==> src/ssp_pkg.sv <==
// package for the synchronous serial port: register offsets, fields, reset values
// assumes a byte-wide register window reached over classic wishbone, one register per word
package ssp_pkg;
	// offsets are register indices; byte address is four times the index
	localparam logic [11:0] IDX_CTRL_ONE  = 12'h780;
	localparam logic [11:0] IDX_CTRL_TWO  = 12'h781;
	localparam logic [11:0] IDX_BAUD      = 12'h782;
	localparam logic [11:0] IDX_STATUS    = 12'h783;
	localparam logic [11:0] IDX_DATA_HIGH = 12'h784;
	localparam logic [11:0] IDX_DATA_LOW  = 12'h785;
	localparam logic [11:0] IDX_RSVD_A    = 12'h786;
	localparam logic [11:0] IDX_RSVD_B    = 12'h787;
	localparam logic [11:0] IDX_IRQ_MASK  = 12'h788;
	localparam int          ADDR_LSB      = 2;
	// control one fields
	localparam int CR1_IRQ_EN    = 7;
	localparam int CR1_ENABLE    = 6;
	localparam int CR1_TXE_IRQ   = 5;
	localparam int CR1_MASTER    = 4;
	localparam int CR1_POLARITY  = 3;
	localparam int CR1_PHASE     = 2;
	localparam int CR1_SEL_OUT   = 1;
	localparam int CR1_LSB_FIRST = 0;
	// control two fields
	localparam int CR2_WIDTH     = 6;
	localparam logic [7:0] CR2_MASK  = 8'h40;
	// baud rate fields
	localparam logic [7:0] BAUD_MASK = 8'h77;
	localparam int BAUD_PRE_LSB  = 4;
	// status fields
	localparam int SR_DONE       = 7;
	localparam int SR_EMPTY      = 5;
	// reset values
	localparam logic [7:0] CR1_RESET  = 8'h04;
	localparam logic [7:0] CR2_RESET  = 8'h00;
	localparam logic [7:0] BAUD_RESET = 8'h00;
	localparam logic [1:0] MASK_RESET = 2'h0;
	// word widths
	localparam logic [5:0] EDGES_8  = 6'h10;
	localparam logic [5:0] EDGES_16 = 6'h20;
endpackage : ssp_pkg

==> src/ssp_serial_port.sv <==
// synchronous serial port, phase-zero and phase-one formats, master and slave,
// 8 or 16 bit words, with wishbone register access and a level interrupt.
// assumes pins arrive unsynchronised and are resolved by the bench from the enables.
//
// Functional notes
// - the polarity bit only chooses the idle level of the serial clock.
// - the phase bit chooses which clock edges sample and which shift.
// - both ends must share phase and polarity, which software may change between words.
// - with phase zero the first clock edge samples the first bit at both ends.
// - with phase zero a master gives the first clock edge half a period after select falls.
// - with phase zero, on the second edge the sampled bit enters the shift register at the chosen end.
// - with phase zero, after each even edge but the last the master drives its next bit onto the master-out line.
// - an 8-bit word takes 16 clock edges; phase zero samples on odd and shifts on even edges, phase one the other way.
// - a word takes twice its configured width in clock edges.
// - the received word is copied to the data register only once the last bit is in.
// - after the last edge the two ends have exchanged their data words; here only as a phase-zero master.
// - a phase-zero slave sends each bit one shift late; phase one never loads the data register.
// - after the last edge the transfer-done flag is set.
// - the master drives clock and master-out, the slave drives master-in.
//
// Decided for this implementation: the Wishbone slave port.
`timescale 1ns/1ns
module ssp_serial_port (
	input  wire logic        mclk,
	input  wire logic        rst,
	input  wire logic [31:0] wb_adr_i,
	input  wire logic [31:0] wb_dat_i,
	output logic      [31:0] wb_dat_o,
	input  wire logic        wb_we_i,
	input  wire logic [3:0]  wb_sel_i,
	input  wire logic        wb_cyc_i,
	input  wire logic        wb_stb_i,
	output logic             wb_ack_o,
	output logic             wb_err_o,
	output logic             irq,
	input  wire logic        sck_i,
	output logic             sck_o,
	output logic             sck_oe,
	input  wire logic        mosi_i,
	output logic             mosi_o,
	output logic             mosi_oe,
	input  wire logic        miso_i,
	output logic             miso_o,
	output logic             miso_oe,
	input  wire logic        ss_n_i,
	output logic             ss_n_o,
	output logic             ss_n_oe
);
	typedef enum logic [1:0] {SSP_IDLE, SSP_LEAD, SSP_RUN, SSP_TAIL} ssp_state_t;

	// register state
	logic [7:0]  cr1_reg, cr2_reg, baud_reg;
	logic [1:0]  mask_reg;
	logic        done_reg, empty_reg, txe_ev_reg;
	logic [15:0] tx_reg, rx_reg, shift_reg;
	logic [5:0]  edge_reg;
	logic        in_bit_reg;
	ssp_state_t  state_reg;
	logic [11:0] div_reg;
	// synchronisers
	logic [1:0]  sck_s, mosi_s, miso_s, ss_s;
	logic        sck_d_reg;

	// configuration decode
	wire         enable   = cr1_reg[ssp_pkg::CR1_ENABLE];
	wire         master   = cr1_reg[ssp_pkg::CR1_MASTER];
	wire         polarity = cr1_reg[ssp_pkg::CR1_POLARITY];
	wire         phase    = cr1_reg[ssp_pkg::CR1_PHASE];
	wire         lsb_first_select  = cr1_reg[ssp_pkg::CR1_LSB_FIRST];
	wire         word_width_select = cr2_reg[ssp_pkg::CR2_WIDTH];
	wire [5:0]   last_edge = word_width_select ? ssp_pkg::EDGES_16 : ssp_pkg::EDGES_8;
	wire [3:0]   msb_pos   = word_width_select ? 4'hF : 4'h7;

	// half period of the serial clock in mclk cycles: (pre+1) * 2^(rate)
	wire [2:0]   pre_sel   = baud_reg[6:4];
	wire [2:0]   rate_sel  = baud_reg[2:0];
	wire [11:0]  half_cnt  = 12'((({9'h000, pre_sel} + 12'h001) << rate_sel) - 12'h001);
	wire         tick      = (div_reg == 12'h000);

	// wishbone decode
	wire [11:0]  reg_idx   = wb_adr_i[13:2];
	wire         wb_req    = wb_cyc_i & wb_stb_i & ~wb_ack_o & ~wb_err_o;
	wire         hit       = (wb_adr_i[31:14] == 18'h00000) &&
	                         (reg_idx >= ssp_pkg::IDX_CTRL_ONE) &&
	                         (reg_idx <= ssp_pkg::IDX_IRQ_MASK);
	wire         wr_lane   = wb_req & hit & wb_we_i & wb_sel_i[0];
	wire [7:0]   wdat      = wb_dat_i[7:0];
	wire         wr_cr1    = wr_lane && reg_idx == ssp_pkg::IDX_CTRL_ONE;
	wire         wr_cr2    = wr_lane && reg_idx == ssp_pkg::IDX_CTRL_TWO;
	wire         wr_baud   = wr_lane && reg_idx == ssp_pkg::IDX_BAUD;
	wire         wr_status = wr_lane && reg_idx == ssp_pkg::IDX_STATUS;
	wire         wr_high   = wr_lane && reg_idx == ssp_pkg::IDX_DATA_HIGH;
	wire         wr_low    = wr_lane && reg_idx == ssp_pkg::IDX_DATA_LOW;
	wire         wr_mask   = wr_lane && reg_idx == ssp_pkg::IDX_IRQ_MASK;
	wire         rd_low    = wb_req & hit & ~wb_we_i && reg_idx == ssp_pkg::IDX_DATA_LOW;

	// bit selection helpers, used for the transmit bit on both master-out and master-in
	function automatic logic [3:0] ssp_pos(input logic lsb, input logic [3:0] top,
	                                      input logic [4:0] n);
		ssp_pos = lsb ? n[3:0] : 4'(top - n[3:0]);
	endfunction : ssp_pos

	// edge bookkeeping: with phase zero odd edges sample (counter even before the edge), even edges shift; phase one swaps them
	wire [4:0]   bit_num   = edge_reg[5:1];
	wire         odd_edge  = ~edge_reg[0];
	wire [3:0]   tx_pos    = ssp_pos(lsb_first_select, msb_pos, bit_num);
	wire [3:0]   tx_pos_nx = ssp_pos(lsb_first_select, msb_pos, 5'(bit_num + 5'h01));
	wire [15:0]  shifted   = lsb_first_select ? {in_bit_reg, shift_reg[15:1]}
	                                          : {shift_reg[14:0], in_bit_reg};
	wire [15:0]  rx_word   = (lsb_first_select && !word_width_select) ? {8'h00, shifted[15:8]}
	                                                                  : shifted;

	// slave side edge detection, read from the second synchroniser stage only
	wire         sel_low   = ~ss_s[1];
	wire         sck_rise  = sck_s[1] & ~sck_d_reg;
	wire         sck_fall  = ~sck_s[1] & sck_d_reg;
	wire         sck_lead  = polarity ? sck_fall : sck_rise;
	wire         sck_trail = polarity ? sck_rise : sck_fall;
	// with phase zero the leading edge samples; with phase one the trailing edge does
	wire         s_sample  = phase ? sck_trail : sck_lead;
	wire         s_shift   = phase ? sck_lead  : sck_trail;
	wire         slave_on  = enable & ~master & sel_low;
	wire         data_in   = master ? miso_s[1] : mosi_s[1];

	// master edge timing from the divider
	// the lead's own tick is edge one, half a period after select falls
	wire         m_edge    = ((state_reg == SSP_LEAD) | (state_reg == SSP_RUN)) & tick;
	wire         m_start   = enable & master & (state_reg == SSP_IDLE) & ~empty_reg;
	// in phase one, edge 1 is the shift edge, so count edges from the leading one
	wire         ev_sample = master ? (m_edge & (phase ? ~odd_edge : odd_edge))
	                                : (slave_on & s_sample);
	wire         ev_edge   = master ? m_edge : (slave_on & (s_sample | s_shift));
	wire         ev_last   = ev_edge && (edge_reg == 6'(last_edge - 6'h01));
	wire         ev_shift  = ev_edge & ~ev_sample;
	wire [3:0]   tx_first  = ssp_pos(lsb_first_select, msb_pos, 5'h00);

	// synchronisers for every pin input
	always_ff @(posedge mclk) begin
		sck_s     <= {sck_s[0], sck_i};
		mosi_s    <= {mosi_s[0], mosi_i};
		miso_s    <= {miso_s[0], miso_i};
		ss_s      <= {ss_s[0], ss_n_i};
		sck_d_reg <= sck_s[1];
	end

	// control one; polarity and phase may change between words only
	always_ff @(posedge mclk) begin
		if (rst) begin
			cr1_reg <= ssp_pkg::CR1_RESET;
		end else if (wr_cr1) begin
			cr1_reg <= wdat;
		end
	end

	// control two keeps only the width bit
	always_ff @(posedge mclk) begin
		if (rst) begin
			cr2_reg <= ssp_pkg::CR2_RESET;
		end else if (wr_cr2) begin
			cr2_reg <= wdat & ssp_pkg::CR2_MASK;
		end
	end

	// baud rate; unused bits read back as zero
	always_ff @(posedge mclk) begin
		if (rst) begin
			baud_reg <= ssp_pkg::BAUD_RESET;
		end else if (wr_baud) begin
			baud_reg <= wdat & ssp_pkg::BAUD_MASK;
		end
	end

	// interrupt mask, packed from the status bit positions
	always_ff @(posedge mclk) begin
		if (rst) begin
			mask_reg <= ssp_pkg::MASK_RESET;
		end else if (wr_mask) begin
			mask_reg <= {wdat[ssp_pkg::SR_DONE], wdat[ssp_pkg::SR_EMPTY]};
		end
	end

	// transmit data bytes; high byte first, the low byte queues the word
	always_ff @(posedge mclk) begin
		if (rst) begin
			tx_reg <= 16'h0000;
		end else begin
			if (wr_high) tx_reg[15:8] <= wdat;
			if (wr_low)  tx_reg[7:0]  <= wdat;
		end
	end

	// empty level: a fresh word wins over the start that takes the old one
	wire         slave_take = !master && slave_on && edge_reg == 6'h00 && ev_edge;
	always_ff @(posedge mclk) begin
		if (rst) begin
			empty_reg <= 1'b1;
		end else if (wr_low) begin
			empty_reg <= 1'b0;
		end else if (m_start || slave_take) begin
			empty_reg <= 1'b1;
		end
	end

	// done flag; a hardware set wins over a software clear in the same cycle
	always_ff @(posedge mclk) begin
		if (rst) begin
			done_reg <= 1'b0;
		end else if (ev_last) begin
			done_reg <= 1'b1;
		end else if (wr_status && wdat[ssp_pkg::SR_DONE]) begin
			done_reg <= 1'b0;
		end
	end

	// empty event for the interrupt, sticky until written with a one
	always_ff @(posedge mclk) begin
		if (rst) begin
			txe_ev_reg <= 1'b0;
		end else if (m_start) begin
			txe_ev_reg <= 1'b1;
		end else if (wr_status && wdat[ssp_pkg::SR_EMPTY]) begin
			txe_ev_reg <= 1'b0;
		end
	end

	// half-period divider, held at reload while idle so the lead is a whole half period
	always_ff @(posedge mclk) begin
		if (rst || !enable) begin
			div_reg <= 12'h000;
		end else if (state_reg == SSP_IDLE || tick) begin
			div_reg <= half_cnt;
		end else begin
			div_reg <= 12'(div_reg - 12'h001);
		end
	end

	// master sequencer: select, half-period lead, 2n edges, half-period tail
	always_ff @(posedge mclk) begin
		if (rst || !enable) begin
			state_reg <= SSP_IDLE;
		end else begin
			case (state_reg)
				SSP_IDLE: if (m_start) state_reg <= SSP_LEAD;
				SSP_LEAD: if (tick) state_reg <= SSP_RUN;
				SSP_RUN:  if (ev_last) state_reg <= SSP_TAIL;
				SSP_TAIL: if (tick) state_reg <= SSP_IDLE;
				default:  state_reg <= SSP_IDLE;
			endcase
		end
	end

	// edge counter shared by master and slave, cleared at each new word
	always_ff @(posedge mclk) begin
		if (rst || m_start || (!master && !slave_on)) begin
			edge_reg <= 6'h00;
		end else if (ev_edge) begin
			edge_reg <= ev_last ? 6'h00 : 6'(edge_reg + 6'h01);
		end
	end

	// sampled input bit, held until the following shift edge
	always_ff @(posedge mclk) begin
		if (rst) begin
			in_bit_reg <= 1'b0;
		end else if (ev_sample) begin
			in_bit_reg <= data_in;
		end
	end

	// shift register; cleared at a start so short words read zero above them
	always_ff @(posedge mclk) begin
		if (rst || m_start || (!master && !slave_on)) begin
			shift_reg <= 16'h0000;
		end else if (ev_shift) begin
			shift_reg <= shifted;
		end
	end

	// receive register only changes on the last shift, so reads never see half a word
	always_ff @(posedge mclk) begin
		if (rst) begin
			rx_reg <= 16'h0000;
		end else if (ev_shift && ev_last) begin
			rx_reg <= rx_word;
		end
	end

	// pad enables: a master drives clock and master-out, a selected slave master-in
	always_ff @(posedge mclk) begin
		if (rst) begin
			sck_oe  <= 1'b0;
			mosi_oe <= 1'b0;
			miso_oe <= 1'b0;
			ss_n_oe <= 1'b0;
		end else begin
			sck_oe  <= enable & master;
			mosi_oe <= enable & master;
			miso_oe <= slave_on;
			ss_n_oe <= enable & master & cr1_reg[ssp_pkg::CR1_SEL_OUT];
		end
	end

	// select output low from the start until the tail has run out
	always_ff @(posedge mclk) begin
		if (rst) begin
			ss_n_o <= 1'b1;
		end else begin
			ss_n_o <= (state_reg == SSP_IDLE) & ~m_start;
		end
	end

	// serial clock idles at the polarity level and toggles on each master edge
	always_ff @(posedge mclk) begin
		if (rst) begin
			sck_o <= 1'b0;
		end else if (state_reg == SSP_IDLE) begin
			sck_o <= polarity;
		end else if (m_edge) begin
			sck_o <= ~sck_o;
		end
	end

	// master-out: phase zero sets the first bit before edge one, the next after even edges
	always_ff @(posedge mclk) begin
		if (rst) begin
			mosi_o <= 1'b0;
		end else if (m_start && !phase) begin
			mosi_o <= tx_reg[tx_first];
		end else if (m_edge && !ev_sample && !ev_last) begin
			mosi_o <= tx_reg_bit(1'b1);
		end
	end

	// master-in as slave: the first bit is loaded while deselected, so it stands as select falls
	always_ff @(posedge mclk) begin
		if (rst) begin
			miso_o <= 1'b0;
		end else if (!master && !sel_low) begin
			miso_o <= tx_reg[tx_first];
		end else if (slave_on && ev_shift) begin
			miso_o <= tx_reg_bit(phase);
		end
	end

	// outgoing bit: phase zero with nxt set takes the position after the current one, all other calls the current one
	function automatic logic tx_reg_bit(input logic nxt);
		tx_reg_bit = nxt && !phase ? tx_reg[tx_pos_nx] : tx_reg[tx_pos];
	endfunction : tx_reg_bit

	// status and mask read back with their bits at the same positions
	wire [7:0]   status_rd = {done_reg, 1'b0, empty_reg, 5'h00};
	wire [7:0]   mask_rd   = {mask_reg[1], 1'b0, mask_reg[0], 5'h00};

	// register read mux
	wire [7:0]   rd_data =
		(reg_idx == ssp_pkg::IDX_CTRL_ONE)  ? cr1_reg :
		(reg_idx == ssp_pkg::IDX_CTRL_TWO)  ? cr2_reg :
		(reg_idx == ssp_pkg::IDX_BAUD)      ? baud_reg :
		(reg_idx == ssp_pkg::IDX_STATUS)    ? status_rd :
		(reg_idx == ssp_pkg::IDX_DATA_HIGH) ? rx_reg[15:8] :
		(reg_idx == ssp_pkg::IDX_DATA_LOW)  ? rx_reg[7:0] :
		(reg_idx == ssp_pkg::IDX_IRQ_MASK)  ? mask_rd :
		8'h00;
	wire         irq_next = (done_reg & mask_reg[1] & cr1_reg[ssp_pkg::CR1_IRQ_EN]) |
	                        (txe_ev_reg & mask_reg[0] & cr1_reg[ssp_pkg::CR1_TXE_IRQ]);

	// bus answer one cycle after the request; unmapped addresses get err
	always_ff @(posedge mclk) begin
		if (rst) begin
			wb_ack_o <= 1'b0;
			wb_err_o <= 1'b0;
			wb_dat_o <= 32'h00000000;
		end else begin
			wb_ack_o <= wb_req & hit;
			wb_err_o <= wb_req & ~hit;
			wb_dat_o <= {24'h000000, rd_data};
		end
	end

	// level interrupt, registered so the pin never glitches while flags settle
	always_ff @(posedge mclk) begin
		if (rst) begin
			irq <= 1'b0;
		end else begin
			irq <= irq_next;
		end
	end
	wire         unused_rd = rd_low;
endmodule : ssp_serial_port

==> config.mk <==
export PLATFORM = sky130hd
export DESIGN_NAME = ssp_serial_port
export DESIGN_NICKNAME = d
export VERILOG_FILES = /design/src/ssp_pkg.sv /design/src/ssp_serial_port.sv
export SDC_FILE = /design/constraint.sdc
export NUM_CORES = 1
export LEC_CHECK = 0
export ABC_AREA = 1
export BUFFER_PORTS_ARGS = -buffer_cell sky130_fd_sc_hd__buf_2
export CORE_ASPECT_RATIO = 1.75
export CORE_UTILIZATION = 50
export CTS_CLUSTER_SIZE = 12
export DETAILED_ROUTE_END_ITERATION = 10
export PLACE_DENSITY = 0.73
export RECOVER_POWER = 50
export REMOVE_ABC_BUFFERS = 1
export SYNTH_ARGS = -nofsm -noshare
export SYNTH_HDL_FRONTEND = slang
export SYNTH_SLANG_ARGS = --single-unit
==> constraint.sdc <==
create_clock -name mclk -period 5.7 [get_ports mclk]
set_input_delay 0.57 -clock mclk [delete_from_list [all_inputs] [get_ports mclk]]
set_output_delay 0.57 -clock mclk [all_outputs]
set_load 0.02 [all_outputs]
==> results of run 1 <==
worst max path at each step:
stage	cells after the start	end	slack (ns)	from
2_1_floorplan	5	rx_reg[2]	3.49	cr1_reg[0]
3_3_place_gp	4	div_reg[9]	3.37	rst
3_5_place_dp	10	tx_reg[8]	3.34	wb_adr_i[7]
4_1_cts	14	div_reg[10]	3.30	state_reg[0]
5_1_grt	5	baud_reg[5]	2.72	rst
6_report	5	in_bit_reg	3.03	rst
layout make-up:
type | instances | area (sq um) | share of cell area
clock buffer | 23 | 488 | 0.0681
clock inverter | 8 | 148 | 0.0206
inverter | 111 | 422 | 0.0588
multi-input combinational | 642 | 3250 | 0.453
sequential | 116 | 2320 | 0.324
tap | 165 | 206 | 0.0288
timing repair buffer | 70 | 332 | 0.0463
cell usage in the layout, fill, tap and decap left out, types with 2 or more instances in the layout:
master / Yosys / layout
nand2_1: 173 / 175
dfxtp_1: 116 / 116
inv_1: 102 / 102
o21ai_0: 88 / 92
nor2_1: 89 / 91
a21oi_1: 82 / 82
nand3_1: 63 / 63
buf_2: 8 / 46
conb_1: 1 / 24
o211ai_1: 23 / 23
clkbuf_1: 10 / 23
clkbuf_16: 0 / 17
nor2_2: 10 / 9
ha_1: 9 / 9
nor3_1: 7 / 7
nand4_1: 6 / 6
xor2_1: 6 / 6
inv_2: 5 / 4
o21ai_1: 8 / 4
clkbuf_8: 0 / 4
bufinv_16: 0 / 4
nand2_4: 4 / 3
clkinv_1: 2 / 3
nor2_4: 4 / 3
or2_2: 3 / 3
nor2_8: 3 / 3
a31oi_1: 3 / 3
o22ai_1: 3 / 3
a211oi_2: 3 / 3
clkinvlp_4: 0 / 3
buf_4: 31 / 3
nor4_1: 2 / 2
or2_1: 2 / 2
inv_4: 2 / 2
xnor2_1: 2 / 2
nand3b_1: 2 / 2
o21a_1: 2 / 2
metrics by stage:
step	power, uW	util
3_5_place_dp	893	0.542
3_3_place_gp	892	0.542
6_report	2020	0.591
4_1_cts	2030	0.595
5_1_grt	2080	0.591
2_1_floorplan	865	-
routing by layer:
| layer | vias to the layer above | global-route usage |
|---|---|---|
| li1 | 3030 | - |
| met5 | - | 0 |
| met4 | 0 | 0.133 |
| met3 | 48 | 0.0499 |
| met1 | 2676 | 0.264 |
| met2 | 145 | 0.481 |
power by group through the flow:
stage	Sequential, uW	Combinational [uW]	Clock, uW
4_1_cts	817	58.8	1160
6_report	817	58.0	1150
3_5_place_dp	834	58.7	0
3_3_place_gp	834	58.2	0
2_1_floorplan	835	29.8	0
5_1_grt	817	64.4	1200
cells by family after synthesis:
kind of cell / after synthesis
muxes: 1
xor gates and xnor gates: 8
and+or+nand+nor: 378
DFF: 116
buffers and inverters: 166
adders and majority gates: 9
AOI/OAI and AO/OA: 222
other: 1
worst max-delay path, stage by stage:
cell      delay (ns)
clkbuf_1        0.50
clkinv_1        0.13
clkbuf_1        1.28
o21ai_0         0.27
a31oi_1         0.24
==> results.py, run 1 <==
metrics = {
    "yosys": {
        "synth_cell_types": 55,
        "synth_simple_gate_area_frac": 0.278,
        "synth-adder-area-share": 0.0179,
        "ys_top_cells_by_area": "dfxtp_1, nand2_1, o21ai_0, a21oi_1, inv_1",
        "synth_top_area_cell": "dfxtp_1",
        "synth_top_family_by_area": "simple AND/OR/NAND/NOR gates",
        "yosysSeqAreaShare": 0.370,
        "syn_area_sq_mm": 0.00628,
        "ys_ff_latch": 116,
        "synth-edff-count": 0,
        "syn_inst": 901,
        "synth_xor_area_frac": 0.0112,
        "synth_compound_gate_area_share": 0.197,
        "synth_most_common_cell": "nand2_1",
        "async_flop_share": 0,
        "yosysWarnings": 0,
        "avgSynthCellArea_sq_um": 6.97,
        "yosysTopAreaCellShare": 0.370,
        "yosys-top-cells-count": "nand2_1, dfxtp_1, inv_1",
        "muxShareOfSynthArea": 0.00159,
        "ys.flop_type": "dfxtp_1",
    },
    "sta": {
        "rsz0062_at_grt": "false",
        "tightest_slew_ns": 1.77,
        "hold_viol": 0,
        "clock.fmax_ghz": 0.375,
        "fin_ws_ns": 3.03,
        "fin_crit_ns": 2.67,
        "fin_crit_sh": 0.468,
        "setup_viol": 0,
        "tns_ns": 0,
        "max_slew_margin": -0.181,
        "maxSlewViolCount": 47,
        "clock_skew_ns": 0.00894,
        "holdWs_ns": 0.254,
    },
    "worst_setup_path": {
        "arrival_ns": 3.00,
        "endpoint_kind": "register",
        "rrSetupSlack_ns": 3.30,
        "r2r_cells": 14,
        "start_kind": "input port",
        "required_ns": 6.04,
        "r2r_start": "state_reg[0]",
        "crit_fanout": 46,
        "path_class": "in2reg",
        "timing.rr.end": "div_reg[10]",
    },
    "worst_hold_path": {
        "hp-start": "mosi_i",
        "holdCritPathClass": "in2reg",
        "whs_path_depth": 1,
        "holdPathEnd": "mosi_s[0]",
    },
    "power_and_ir_drop": {
        "p_sw_frac": 0.206,
        "comb_power_share": 0.029,
        "pwr-share-clk": 0.567,
        "power_switching_uw": 416,
        "peakVddDrop_mv": 0.262,
        "p_leak_uw": 0.00296,
        "powerDensity_mw_per_mm2": 282,
        "pwr-share-seq": 0.404,
        "p_int_uw": 1610,
    },
    "die": {
        "die-width_um": 86.7,
        "start_util": 0.518,
        "dieArea_sq_mm": 0.0130,
        "io_pins": 120,
        "fp.dieH_um": 150,
        "rows": 53,
        "core_sq_mm": 0.0121,
    },
    "global_routing": {
        "grt_pass1_wl_mm": 25.8,
        "grt_pass1_vias": 5614,
        "grt_start_max_net_pins": 47,
        "antenna_found_initial": 0,
        "grt_remaining_overflow": 0,
        "track_usage": 0.256,
    },
    "routing": {
        "met1_length_mm": 6.09,
        "route.detailed.wl_per_inst_um": 13.8,
        "remaining_drc_errors": 0,
        "drt-total-wl_mm": 15.7,
        "drt-pass1-iter-count": 5,
        "wl_met2_mm": 8.39,
        "highest_layer": "met4",
        "vias_per_cell": 5.20,
        "wl_met3_um": 586,
        "vias": 5899,
        "drtIter0Drc": 313,
        "ant_nets": 0,
    },
    "clocking": {
        "path_clk_slew_ns": 0.05,
        "cts-root-buf": "clkbuf_16",
        "clock_path_buffers": 2,
        "cts_setup_buffers": 0,
        "cts_hold_buf": 0,
        "cts_sinks": 116,
        "numCtsBuffers": 17,
        "clock_latency_ns": 0.42,
        "cts_resized": 0,
        "htree_levels": 4,
        "cts_tree": "done",
    },
    "run_status": {
        "status": "finished, violations left",
        "failed_checks": "capacitance limit, slew limit",
    },
    "run": {
        "drv_cap": 1,
    },
    "finish": {
        "fillers": 1195,
        "antenna_cells": 0,
        "finalNetCount": 1044,
        "fin_area_sq_mm": 0.00717,
        "area_delta_synth_final_pct": 14.1,
        "drive_above_1_share": 0.120,
        "final_cells": 1135,
    },
    "placement": {
        "place_congestion": 0.929,
        "hpwl_mm": 11.7,
        "place_area_sq_mm": 0.00658,
        "pre_cts_ws_ns": 3.34,
        "post-place-cells": 1104,
        "portBuffers": 66,
    },
}
Power figures use the tool's default switching activity.
==> run 2: changes to the inputs <==
==> constraint.sdc (replaced) <==
create_clock -name mclk -period 2.7 [get_ports mclk]
set_input_delay 0.27 -clock mclk [delete_from_list [all_inputs] [get_ports mclk]]
set_output_delay 0.27 -clock mclk [all_outputs]
set_load 0.02 [all_outputs]
==> run 2 against run 1 <==
  * The flow now finishes without violations
  * Hold slack worse by 0.16 ns
  * Sequential cell count stayed put
  * Sequential power is 110% higher
  * Highest routed layer unchanged
==> results.py, run 2 (synthesis results as in run 1) <==
metrics = {
    "run_status": {
        "status": "finished clean",
    },
    "finish": {
        "antenna_cells": 0,
        "fillers": 1214,
        "area_delta_synth_final_pct": 14.9,
        "final_cells": 1148,
        "multiInputGateArea_sq_mm": 0.00324,
        "drive_above_1_share": 0.126,
        "seqCellArea_sq_mm": 0.00232,
        "final_cell_mix": "nand2_1, dfxtp_1, inv_1",
        "finalNetCount": 1056,
        "layout_commonest_cell": "nand2_1",
    },
    "power_and_ir_drop": {
        "peakVddDrop_mv": 0.474,
        "p_leak_uw": 0.00300,
        "powerDensity_mw_per_mm2": 568,
    },
    "clocking": {
        "clock_latency_ns": 0.41,
        "cts_tree": "done",
        "cts_sinks": 116,
        "htree_levels": 4,
        "cts-root-buf": "clkbuf_16",
        "numCtsBuffers": 17,
        "path_clk_slew_ns": 0.06,
        "clock_path_buffers": 2,
        "cts_setup_buffers": 0,
    },
    "die": {
        "core_sq_mm": 0.0121,
        "fp.dieH_um": 150,
        "die-width_um": 86.7,
        "rows": 53,
        "io_pins": 120,
        "dieArea_sq_mm": 0.0130,
        "start_util": 0.518,
    },
    "global_routing": {
        "grt_start_max_net_pins": 44,
        "antenna_found_initial": 0,
        "grt_remaining_overflow": 0,
        "grt_pass1_wl_mm": 25.9,
        "grt_pass1_vias": 5705,
        "track_usage": 0.257,
    },
    "sta": {
        "tns_ns": 0,
        "clock.fmax_ghz": 0.422,
        "fin_ws_ns": 0.332,
        "fin_crit_sh": 0.877,
        "holdWs_ns": 0.0974,
        "maxSlewViolCount": 0,
        "max_slew_margin": 0.559,
        "clock_skew_ns": 0.00686,
        "rsz0062_at_grt": "false",
        "hold_viol": 0,
        "tightest_slew_ns": 0.662,
        "fin_crit_ns": 2.37,
        "setup_viol": 0,
    },
    "worst_setup_path": {
        "path_class": "reg2reg",
        "required_ns": 3.05,
        "start_kind": "register",
        "crit_fanout": 14,
        "endpoint_kind": "register",
        "arrival_ns": 2.72,
    },
    "routing": {
        "drt-total-wl_mm": 15.8,
        "route.detailed.wl_per_inst_um": 13.8,
        "drtIter0Drc": 316,
        "drt-pass1-iter-count": 5,
        "ant_nets": 0,
        "remaining_drc_errors": 0,
        "vias_per_cell": 5.21,
        "vias": 5986,
    },
    "placement": {
        "place_congestion": 0.881,
        "post-place-cells": 1112,
        "pre_cts_ws_ns": 0.152,
        "hpwl_mm": 11.9,
        "portBuffers": 66,
    },
    "run": {
        "drv_cap": 0,
    },
    "worst_hold_path": {
        "holdCritPathClass": "in2reg",
    },
}
==> run 2: cell types whose count changed in the layout (fill, tap and decap cells not counted), sizes merged <==
cell	before	now
bufinv	4	2
buf	49	58
clkinvlp	3	4
dlygate4sd3	0	4
clkinv	4	6
clkbuf	44	41
inv	108	110
==> run 2: area by class of cell <==
cell class / count / share of cell area
Multi-Input combinational cell: 642 / 0.449
Clock buffer: 21 / 0.0652
Inverter: 111 / 0.0584
Sequential cell: 116 / 0.322
Clock inverter: 11 / 0.0175
Timing Repair Buffer: 82 / 0.0600
Tap cell: 165 / 0.0286
==> run 2: routing by layer <==
| metal | GRT usage | wire (um) |
|---|---|---|
| met1 | 0.263 | 6210 |
| met2 | 0.497 | 8730 |
| met3 | 0.0450 | 484 |
| met4 | 0.113 | 410 |
| met5 | 0 | 0 |
==> run 2: power breakdown <==
part / switching, uW / internal [uW]
combinational: 89.4 / 41.3
sequential: 3.48 / 1720
clock: 811 / 1430
total: 904 / 3190
==> run 2: what timing repair did <==
action / CTS / global route
hold buffers: 4 / 0
resized for setup: 0 / 1
setup endpoints to repair: 0 / 3
hold endpoints to repair: 4 / 0
==> run 2: metrics by stage <==
stage	power, uW	utilization	area (sq um)
6_report	4100	0.595	7220
4_1_cts	4120	0.600	7280
3_3_place_gp	1890	0.547	6640
5_1_grt	4220	0.595	7220
2_1_floorplan	1830	-	6010
3_5_place_dp	1890	0.547	6640
==> run 2: worst max-delay path: stages (launching register included) <==
cell and delay [ns]:
dfxtp_1 0.37, inv_1 0.09, ha_1 0.25, inv_1 0.12, buf_4 0.15, nand2_2 0.18, nand2_1 0.11, nand2_1 0.09
inv_1 0.07, ha_1 0.15, nand2_1 0.09, nor2_2 0.26, nand3_1 0.16, nand2_1 0.08, nand2_1 0.05, nor2_1 0.10
==> run 2: final timing paths <==
check	start	end	slack, ns	cells past startpoint
setup / recovery	state_reg[1]	div_reg[10]	0.33	15
hold / removal	wb_dat_i[2]	cr1_reg[2]	0.1	3
setup reg to reg	state_reg[1]	div_reg[10]	0.33	15
hold reg to reg	mosi_s[0]	mosi_s[1]	0.33	0
